==> config.mk <==
export PLATFORM = sky130hd
export DESIGN_NAME = bpm_mode_ctrl
export DESIGN_NICKNAME = d
export VERILOG_FILES = /design/src/common/bpm_pkg.sv /design/src/common/bpm_rate_if.sv /design/src/rtl/bpm_mode_ctrl.sv /design/src/rtl/bpm_rate_mon.sv
export SDC_FILE = /design/constraint.sdc
export NUM_CORES = 1
export LEC_CHECK = 0
export BUFFER_PORTS_ARGS = -buffer_cell sky130_fd_sc_hd__buf_2
export CAP_MARGIN = 10
export CORE_MARGIN = 2
export CORE_UTILIZATION = 50
export CTS_CLUSTER_SIZE = 40
export DETAILED_ROUTE_END_ITERATION = 16
export PLACE_DENSITY_LB_ADDON = 0.05
export SLEW_MARGIN = 25
export SYNTH_ARGS = -nofsm -noshare
export SYNTH_HDL_FRONTEND = slang
export SYNTH_HIERARCHICAL = 1
export SYNTH_SLANG_ARGS = --single-unit
==> constraint.sdc <==
create_clock -name sys_clk -period 2.3 [get_ports sys_clk]
set_input_delay 0.23 -clock sys_clk [delete_from_list [all_inputs] [get_ports sys_clk]]
set_output_delay 0.23 -clock sys_clk [all_outputs]
set_load 0.02 [all_outputs]
==> src/common/bpm_pkg.sv <==
// Purpose: Shared constants and types for the converter mode logic
// Assumes: 50 MHz system clock
// Notes: Times are held in ns and converted to cycles here
package bpm_pkg;
  // ****************************************
  // Timing
  // ****************************************
  localparam int CLK_PERIOD_NS = 20;
  localparam int MIN_ON_NS = 100;
  localparam int MIN_ON_CYC_I = (MIN_ON_NS + CLK_PERIOD_NS - 1) / CLK_PERIOD_NS;
  localparam logic [7:0] MIN_ON_CYC = 8'(MIN_ON_CYC_I < 1 ? 1 : MIN_ON_CYC_I);
  localparam int MIN_OFF_NS = 200;
  localparam int MIN_OFF_CYC_I =
    (MIN_OFF_NS + CLK_PERIOD_NS - 1) / CLK_PERIOD_NS;
  localparam logic [7:0] MIN_OFF_CYC =
    8'(MIN_OFF_CYC_I < 1 ? 1 : MIN_OFF_CYC_I);
  // ****************************************
  // Rate monitor
  // ****************************************
  // Six pulses over five oscillator periods is the 1.20 return ratio
  localparam logic [7:0] RATE_WIN_PERIODS = 8'h05;
  localparam logic [7:0] RATE_RETURN_COUNT = 8'h06;
  // ****************************************
  // Types
  // ****************************************
  typedef enum logic [0:0] {
    BPM_MODE_PWM = 1'b0,
    BPM_MODE_PFM = 1'b1
  } bpm_mode_t;
endpackage

==> src/common/bpm_rate_if.sv <==
// Purpose: Carries pulse events and the return decision between modules
// Assumes: single clock
// Notes: All signals are one-cycle pulses except clr
`timescale 1ns/10ps
interface bpm_rate_if;
  logic period_tick;
  logic pulse_evt;
  logic clr;
  logic rate_high;
  modport ctrl (output period_tick, output pulse_evt, output clr,
    input rate_high);
  modport mon (input period_tick, input pulse_evt, input clr,
    output rate_high);
endinterface

==> src/rtl/bpm_mode_ctrl.sv <==
// Purpose: Mode and gate-command logic of a current-mode step-down stage
// Assumes: comparator inputs are synchronous to sys_clk
// Notes: osc_tick and sync_tick are one-cycle period pulses
`timescale 1ns/10ps
module bpm_mode_ctrl
  import bpm_pkg::*;
(
  // Clock and reset
  input wire logic sys_clk,
  input wire logic rst_n,
  // Period sources
  input wire logic osc_tick,
  input wire logic sync_tick,
  input wire logic sync_sel,
  // Analog comparators
  input wire logic pwm_off_req,
  input wire logic ilim_trip,
  input wire logic light_load_entry_threshold,
  input wire logic light_load_reference,
  // Outputs
  output logic switch_on,
  output logic driver_en,
  output logic ref_sel_pfm,
  output logic low_power_en
);
  bpm_mode_t mode_q, mode_d;
  logic sw_q, sw_d;
  logic [7:0] on_q, on_d;
  logic [7:0] off_q, off_d;
  logic ref_q;
  logic [7:0] past_on;
  logic ret_q, ret_d;

  bpm_rate_if rif ();

  // ****************************************
  // Helpers
  // ****************************************
  // Saturating step: a long full-duty run must not wrap the counters
  function automatic logic [7:0] sat_inc(input logic [7:0] v);
    sat_inc = (v == 8'hFF) ? v : v + 8'h01;
  endfunction

  // ****************************************
  // Decode
  // ****************************************
  wire logic in_pfm = (mode_q == BPM_MODE_PFM);
  // Sync clock is ignored in PFM; the period comes from the pins only in PWM
  wire logic period_start = sync_sel ? (sync_tick && !in_pfm)
                                     : osc_tick;
  // On counter reads 0 in the first on-cycle, so the last one sees MIN - 1
  wire logic min_done = (on_q >= MIN_ON_CYC - 8'h01);
  wire logic off_ok = (off_q >= MIN_OFF_CYC);
  // Limit trip always wins, minimum on-time only masks the comparator
  wire logic pwm_end = ilim_trip || (pwm_off_req && min_done);
  wire logic ref_rise = light_load_reference && !ref_q;
  wire logic pfm_fire = in_pfm && ref_rise && !sw_q && off_ok;
  wire logic pfm_end = ilim_trip || min_done;
  wire logic go_pfm = !in_pfm && light_load_entry_threshold;
  // A rate flag that lands mid-pulse is held until the switch is off
  wire logic ret_pend = rif.rate_high || ret_q;
  wire logic go_pwm = in_pfm && ret_pend && !sw_q;
  assign ret_d = in_pfm && ret_pend && !go_pwm;

  assign rif.period_tick = osc_tick;
  assign rif.pulse_evt = pfm_fire;
  assign rif.clr = !in_pfm;

  bpm_rate_mon u_rate (
    .sys_clk(sys_clk),
    .rst_n(rst_n),
    .rif(rif)
  );

  // ****************************************
  // Next state
  // ****************************************
  always_comb begin
    mode_d = mode_q;
    sw_d = sw_q;
    unique case (mode_q)
      BPM_MODE_PWM: begin
        if (go_pfm) begin
          mode_d = BPM_MODE_PFM;
          sw_d = 1'b0;
        end else if (sw_q && pwm_end) begin
          sw_d = 1'b0;
        end else if (period_start && !ilim_trip) begin
          sw_d = 1'b1;
        end
      end
      BPM_MODE_PFM: begin
        if (go_pwm) begin
          mode_d = BPM_MODE_PWM;
        end else if (sw_q && pfm_end) begin
          sw_d = 1'b0;
        end else if (pfm_fire) begin
          sw_d = 1'b1;
        end
      end
    endcase
  end

  // On counter restarts at each new pulse; full duty keeps it saturated
  assign on_d = (sw_d && !sw_q) ? 8'h00 : sw_q ? sat_inc(on_q) : on_q;
  assign off_d = sw_q ? 8'h00 : sat_inc(off_q);

  always_ff @(posedge sys_clk or negedge rst_n) begin
    if (!rst_n) begin
      mode_q <= BPM_MODE_PWM;
      sw_q <= 1'b0;
      on_q <= 8'h00;
      off_q <= 8'hFF;
      ref_q <= 1'b0;
      ret_q <= 1'b0;
    end else begin
      mode_q <= mode_d;
      sw_q <= sw_d;
      on_q <= on_d;
      off_q <= off_d;
      ref_q <= light_load_reference;
      ret_q <= ret_d;
    end
  end

  // ****************************************
  // Outputs
  // ****************************************
  assign switch_on = sw_q;
  assign driver_en = !in_pfm || sw_q;
  assign ref_sel_pfm = in_pfm;
  assign low_power_en = in_pfm;

  always_ff @(posedge sys_clk or negedge rst_n) begin
    if (!rst_n) begin
      past_on <= 8'h00;
    end else begin
      past_on <= on_q;
    end
  end

  // ****************************************
  // Checks
  // ****************************************
  // A pulse cut by the limit or by PFM entry may be shorter
  min_on_width_a: assert property (
    @(posedge sys_clk) disable iff (!rst_n)
    $fell(sw_q) && !$past(ilim_trip) && !$past(go_pfm)
    |-> past_on >= MIN_ON_CYC - 8'h01)
    else $error("pulse shorter than minimum");
  ilim_end_a: assert property (
    @(posedge sys_clk) disable iff (!rst_n)
    sw_q && ilim_trip |=> !sw_q) else $error("limit did not end pulse");
  lim_block_a: assert property (
    @(posedge sys_clk) disable iff (!rst_n)
    !in_pfm && !sw_q && ilim_trip |=> !sw_q)
    else $error("period started under limit");
  full_duty_a: assert property (
    @(posedge sys_clk) disable iff (!rst_n)
    sw_q && !in_pfm && !pwm_off_req && !ilim_trip
    && !light_load_entry_threshold |=> sw_q)
    else $error("switch dropped without cause");
  pwm_start_a: assert property (
    @(posedge sys_clk) disable iff (!rst_n)
    !in_pfm && !sw_q && osc_tick && !sync_sel && !ilim_trip
    && !light_load_entry_threshold |=> sw_q)
    else $error("period start missed");
  pfm_entry_a: assert property (
    @(posedge sys_clk) disable iff (!rst_n)
    !in_pfm && light_load_entry_threshold |=> in_pfm && !sw_q)
    else $error("no PFM entry");
  pfm_off_a: assert property (
    @(posedge sys_clk) disable iff (!rst_n)
    in_pfm && !sw_q |-> !driver_en) else $error("driver on idle");
  mode_out_a: assert property (
    @(posedge sys_clk) disable iff (!rst_n)
    $rose(in_pfm) |-> low_power_en && ref_sel_pfm)
    else $error("mode outputs wrong");
  pfm_ref_a: assert property (
    @(posedge sys_clk) disable iff (!rst_n)
    $fell(in_pfm) |-> !ref_sel_pfm && !low_power_en && $past(ret_pend))
    else $error("bad PFM exit");
  pfm_pulse_a: assert property (
    @(posedge sys_clk) disable iff (!rst_n)
    pfm_fire && !go_pwm |=> sw_q) else $error("PFM pulse missed");
  pfm_width_a: assert property (
    @(posedge sys_clk) disable iff (!rst_n)
    $fell(sw_q) && in_pfm && $past(in_pfm) && !$past(ilim_trip)
    |-> past_on == MIN_ON_CYC - 8'h01)
    else $error("PFM pulse not minimum width");
  pfm_gap_a: assert property (
    @(posedge sys_clk) disable iff (!rst_n)
    $rose(sw_q) && in_pfm && $past(in_pfm) |-> $past(off_q) >= MIN_OFF_CYC)
    else $error("PFM pulse too close to last");
  // Worst case: flag lands as a pulse starts, exit follows its end
  ret_done_a: assert property (
    @(posedge sys_clk) disable iff (!rst_n)
    in_pfm && rif.rate_high |-> ##[1:7] !in_pfm)
    else $error("rate flag did not return to PWM");
  sync_ign_a: assert property (
    @(posedge sys_clk) disable iff (!rst_n)
    in_pfm && !sw_q && sync_sel && !pfm_fire |=> !sw_q)
    else $error("sync used in PFM");
  sync_pwm_a: assert property (
    @(posedge sys_clk) disable iff (!rst_n)
    !in_pfm && !sw_q && sync_sel && sync_tick && !ilim_trip
    && !light_load_entry_threshold |=> sw_q)
    else $error("sync start missed in PWM");
  osc_ign_a: assert property (
    @(posedge sys_clk) disable iff (!rst_n)
    !in_pfm && !sw_q && sync_sel && !sync_tick |=> !sw_q)
    else $error("oscillator used while synced");
  reset_state_a: assert property (
    @(posedge sys_clk) disable iff (!rst_n)
    $rose(rst_n) |-> !sw_q && !in_pfm && !low_power_en && !ref_sel_pfm)
    else $error("state after reset wrong");
endmodule // bpm_mode_ctrl

==> src/rtl/bpm_rate_mon.sv <==
// Purpose: Counts light-load pulses over whole oscillator periods
// Assumes: period_tick is one pulse per oscillator period
// Notes: rate_high is a one-cycle pulse
`timescale 1ns/10ps
module bpm_rate_mon
  import bpm_pkg::*;
(
  // Clock and reset
  input wire logic sys_clk,
  input wire logic rst_n,
  // Event carrier
  bpm_rate_if.mon rif
);
  logic [7:0] win_q, win_d;
  logic [7:0] cnt_q, cnt_d;
  logic rate_q, rate_d;
  wire logic win_end = rif.period_tick && (win_q == RATE_WIN_PERIODS - 8'h01);
  wire logic [7:0] cnt_inc = (cnt_q == 8'hFF) ? cnt_q : cnt_q + 8'h01;
  wire logic [7:0] cnt_now = rif.pulse_evt ? cnt_inc : cnt_q;

  // ****************************************
  // Window counter
  // ****************************************
  assign win_d = (rif.clr || win_end) ? 8'h00 :
                 rif.period_tick ? win_q + 8'h01 : win_q;
  assign cnt_d = (rif.clr || win_end) ? 8'h00 : cnt_now;
  // Compare at window end: 1.20 pulses per period on average or more
  assign rate_d = !rif.clr && win_end
                  && (cnt_now >= RATE_RETURN_COUNT);
  assign rif.rate_high = rate_q;

  always_ff @(posedge sys_clk or negedge rst_n) begin
    if (!rst_n) begin
      win_q <= 8'h00;
      cnt_q <= 8'h00;
      rate_q <= 1'b0;
    end else begin
      win_q <= win_d;
      cnt_q <= cnt_d;
      rate_q <= rate_d;
    end
  end

  win_bound_a: assert property (
    @(posedge sys_clk) disable iff (!rst_n)
    win_q < RATE_WIN_PERIODS) else $error("window count out of range");
  rate_cause_a: assert property (
    @(posedge sys_clk) disable iff (!rst_n)
    rate_q |-> $past(win_end)) else $error("rate flag outside window end");
endmodule // bpm_rate_mon

==> flow_summary.yaml <==
placed_design:
  post-place-ws_ns: 0.153
  placement.io_buffers: 12
  placed_cells_incl_taps: 284
  place_hpwl_um: 2930
  gp_congestion: 0.844
clock_network:
  cts-root-to-sink-buffers: 2
  tritoncts_clock_tree: "done"
  cts_hold_repair.buffers: 0
  cts-buffers-inserted: 5
  cts.sink_count: 37
  post_cts_resize_count: 0
  clockRootBuffer: "sky130_fd_sc_hd__clkbuf_8"
  clk_transition_reported_paths_ns: 0.07
  postCtsSetupRepairBufs: 0
  clkLatencyLatePin_ns: 0.28
  cts-htree-levels: 2
synthesis:
  yosysWarningCount: 6
  syn_area_um2: 2150
  avgSynthCellArea_um2: 9.53
  synth-edff-count: 0
  yosys.cell_types.count: 56
  share_of_flip_flops_with_an_asynchronous_set_or_reset_after_synthesis: 1.00
  dominantRegCellSynth: "sky130_fd_sc_hd__dfrtp_1"
  number_of_nets_in_the_synthesized_netlist: 242
  synth-seq-cells: 37
  seq_area_frac_synth: 0.435
  syn-instance-count: 226
min_path:
  worst_hold_path_type: "in -> async"
final_layout:
  final_net_count: 257
  flow.area_growth_from_synthesis_pct: 8.54
  drive_above_1_share: 0.198
  post_layout_nonfiller_instances: 292
  multi_input_comb_area_um2: 1140
  sequential_cell_area_um2: 936
  num_antenna_cells: 0
  fillCellCount: 375
global_routing:
  grt_antenna_before_repair: 0
  gr-total-overflow: 0
  grt_pass1_wl_um: 7210
  globalRouteTotalUtil: 0.183
  first_global_vias: 1624
  grt_start_max_net_pins: 38
setup_path:
  timing.setup.critical_path_class: "reg -> reg"
  timing.critical_path.to_type: "flop"
  timing.critical_path.from_type: "flop"
  critical_path_arrival_ns: 2.31
  cp_max_fo: 7
  worstPathRequired_ns: 2.50
power:
  power.internal_mw: 1.36
  p_comb_frac: 0.318
  power.share.clock: 0.195
  power_density_nw_per_um2: 940
  power.switching_fraction: 0.381
  vdd.ir_drop.worst_mv: 0.438
  switching_power_mw: 0.837
  power_leakage_nw: 0.996
  pwr-share-seq: 0.488
timing:
  timing.setup.tns_ns: 0
  timing.slew.headroom: 0.457
  drv_slew: 0
  timing.fmax_mhz: 473
  max_slew.worst_pin.slew_ns: 0.815
  final_hold_violation_count: 0
  rsz0062_at_grt: "no"
  timing.final.ws_setup_ns: 0.186
  clock_skew_ns: 0.0103
  finalCritPeriodShare: 0.919
  final.min_clock_period_ns: 2.11
  setup_viol: 0
run:
  maxCapViolCount: 0
detailed_routing:
  wirelength_um: 4100
  initialDrtViolationCount: 119
  routed_wirelength_normalized_by_instance_count_um: 14.0
  vias_cell: 5.79
  remaining_antenna_violation_count: 0
  route.vias.total: 1692
  drt_pass1_iterations: 4
  drc: 0
floorplanning:
  number_of_standard_cell_rows_in_the_floorplan: 23
  core_area_um2: 4090
  initial_utilization: 0.527
  top_level_ports: 13
  dieArea_um2: 4850
  die_height_um: 69.6
  floorplan.die.width_um: 69.6
outcome:
  status: "completed"
cells by family (layout without fill, tap and decap cells):
group           Yosys count  in the layout  share of synthesized area
xor+xnor                 14             14                     0.0569
buf+inv                  17             33                     0.0383
flops                    37             37                      0.435
mux                       7              7                     0.0331
simple gates            102            102                      0.252
compound gates           42             42                      0.145
fa+ha+maj                 7              7                     0.0407
flip-flops by register name, indices dropped and copies added (netlist names):
name / cells
ret_q: 1
low_power_en: 1
u_rate/cnt_q: 8
u_rate/rif.rate_high: 1
ref_q: 1
off_q: 8
on_q: 8
switch_on: 1
u_rate/win_q: 8
synthesized netlist by cell type, types with 2 or more instances:
library cell / count / share of area
sky130_fd_sc_hd__mux2i_1: 6 / 0.028
sky130_fd_sc_hd__o2111ai_1: 2 / 0.0081
sky130_fd_sc_hd__o211ai_1: 2 / 0.0070
sky130_fd_sc_hd__and4_1: 3 / 0.012
sky130_fd_sc_hd__ha_1: 7 / 0.041
sky130_fd_sc_hd__nor2_1: 35 / 0.061
sky130_fd_sc_hd__o21ai_1: 3 / 0.0070
sky130_fd_sc_hd__nand4_1: 9 / 0.026
sky130_fd_sc_hd__o21ai_0: 7 / 0.016
sky130_fd_sc_hd__nand3_1: 8 / 0.019
sky130_fd_sc_hd__buf_4: 2 / 0.0070
sky130_fd_sc_hd__buf_2: 3 / 0.0070
sky130_fd_sc_hd__inv_1: 10 / 0.017
sky130_fd_sc_hd__nor2b_1: 2 / 0.0058
sky130_fd_sc_hd__nor3_1: 6 / 0.014
sky130_fd_sc_hd__a211oi_1: 5 / 0.017
sky130_fd_sc_hd__nand3_2: 3 / 0.014
sky130_fd_sc_hd__nor4_1: 2 / 0.0058
sky130_fd_sc_hd__o31ai_1: 2 / 0.0070
sky130_fd_sc_hd__a21oi_1: 5 / 0.012
sky130_fd_sc_hd__and3_1: 2 / 0.0058
sky130_fd_sc_hd__xnor2_1: 4 / 0.016
sky130_fd_sc_hd__o31ai_2: 2 / 0.012
sky130_fd_sc_hd__nand2_1: 16 / 0.028
sky130_fd_sc_hd__dfstp_2: 8 / 0.098
sky130_fd_sc_hd__xor2_1: 10 / 0.041
sky130_fd_sc_hd__a31oi_1: 4 / 0.012
sky130_fd_sc_hd__nand2b_1: 2 / 0.0058
sky130_fd_sc_hd__dfrtp_1: 29 / 0.34
critical path, cell delays in order (launching register included):
cell and delay [ns]:
sky130_fd_sc_hd__dfstp_2 0.57, sky130_fd_sc_hd__inv_1 0.05, sky130_fd_sc_hd__ha_1 0.19, sky130_fd_sc_hd__o31a_1 0.31
sky130_fd_sc_hd__o21a_2 0.26, sky130_fd_sc_hd__and3_2 0.25, sky130_fd_sc_hd__nand4_1 0.12, sky130_fd_sc_hd__o311ai_2 0.10
sky130_fd_sc_hd__a41oi_1 0.19
through the flow:
| step | util | hold WS, ns | area, um^2 | power (mW) |
|---|---|---|---|---|
| 6_report | 0.572 | 0.0369 | 2340 | 2.20 |
| 2_1_floorplan | - | -0.0656 | 2150 | 1.58 |
| 3_5_place_dp | 0.551 | 0.357 | 2250 | 1.78 |
| 4_1_cts | 0.572 | 0.0585 | 2340 | 2.22 |
| 5_1_grt | 0.572 | 0.0421 | 2340 | 2.38 |
| 3_3_place_gp | 0.551 | 0.349 | 2250 | 1.75 |
metal layers:
metal | wire length, um | global-route usage | up-vias
met5 | 0 | 0 | -
met4 | 55 | 0.0641 | 0
met3 | 136 | 0.0509 | 7
met2 | 1890 | 0.287 | 30
met1 | 2020 | 0.243 | 811
li1 | - | - | 844
power by group through the flow:
stage | sequential [mW] | combinational [mW] | clock [mW]
global placement | 1.07 | 0.677 | 0
CTS | 1.07 | 0.706 | 0.449
detailed placement | 1.08 | 0.702 | 0
global route | 1.10 | 0.787 | 0.493
finish | 1.07 | 0.698 | 0.427
floorplan | 1.05 | 0.536 | 0
cell usage in the layout, fill, tap and decap left out, drive strengths merged, types with 2 or more instances in the layout:
cell type and count:
xnor2 4, clkinv 2, or4 2, ha 7, a21oi 5, nand2b 2
xor2 10, dfstp 8, dfrtp 29, and4 3, clkbuf 6, a211oi 5
nand2 16, o21ai 10, buf 15, nand3 11, nor3 7, or2 3
mux2i 6, o31ai 4, nor2b 2, nor4 2, o2111ai 2, o211ai 3
a31oi 4, nor2 36, and3 3, inv 10, nand4 10
worst paths after layout:
check | startpoint | to | slack [ns] | depth (start not counted)
worst max-delay path | off_q[0] | u_rate/rif.rate_high | 0.19 | 8
worst min-delay path | rst_n | on_q[6] | 0.04 | 1
worst max register to register | off_q[0] | u_rate/rif.rate_high | 0.19 | 8
worst min register to register | ret_q | ret_q | 0.54 | 2
max in group asynchronous | rst_n | u_rate/cnt_q[2] | 1.74 | 1
min in group sys_clk | light_load_reference | ref_q | 0.07 | 1
layout make-up:
cell class,count,area share
multi-input combinational,172,0.486
sequential,37,0.400
timing repair buffer,15,0.0353
clock buffer,6,0.0310
tap,50,0.0268
inverter,10,0.0161
clock inverter,2,0.00428
Note: power is estimated with default switching activity, not from simulation.
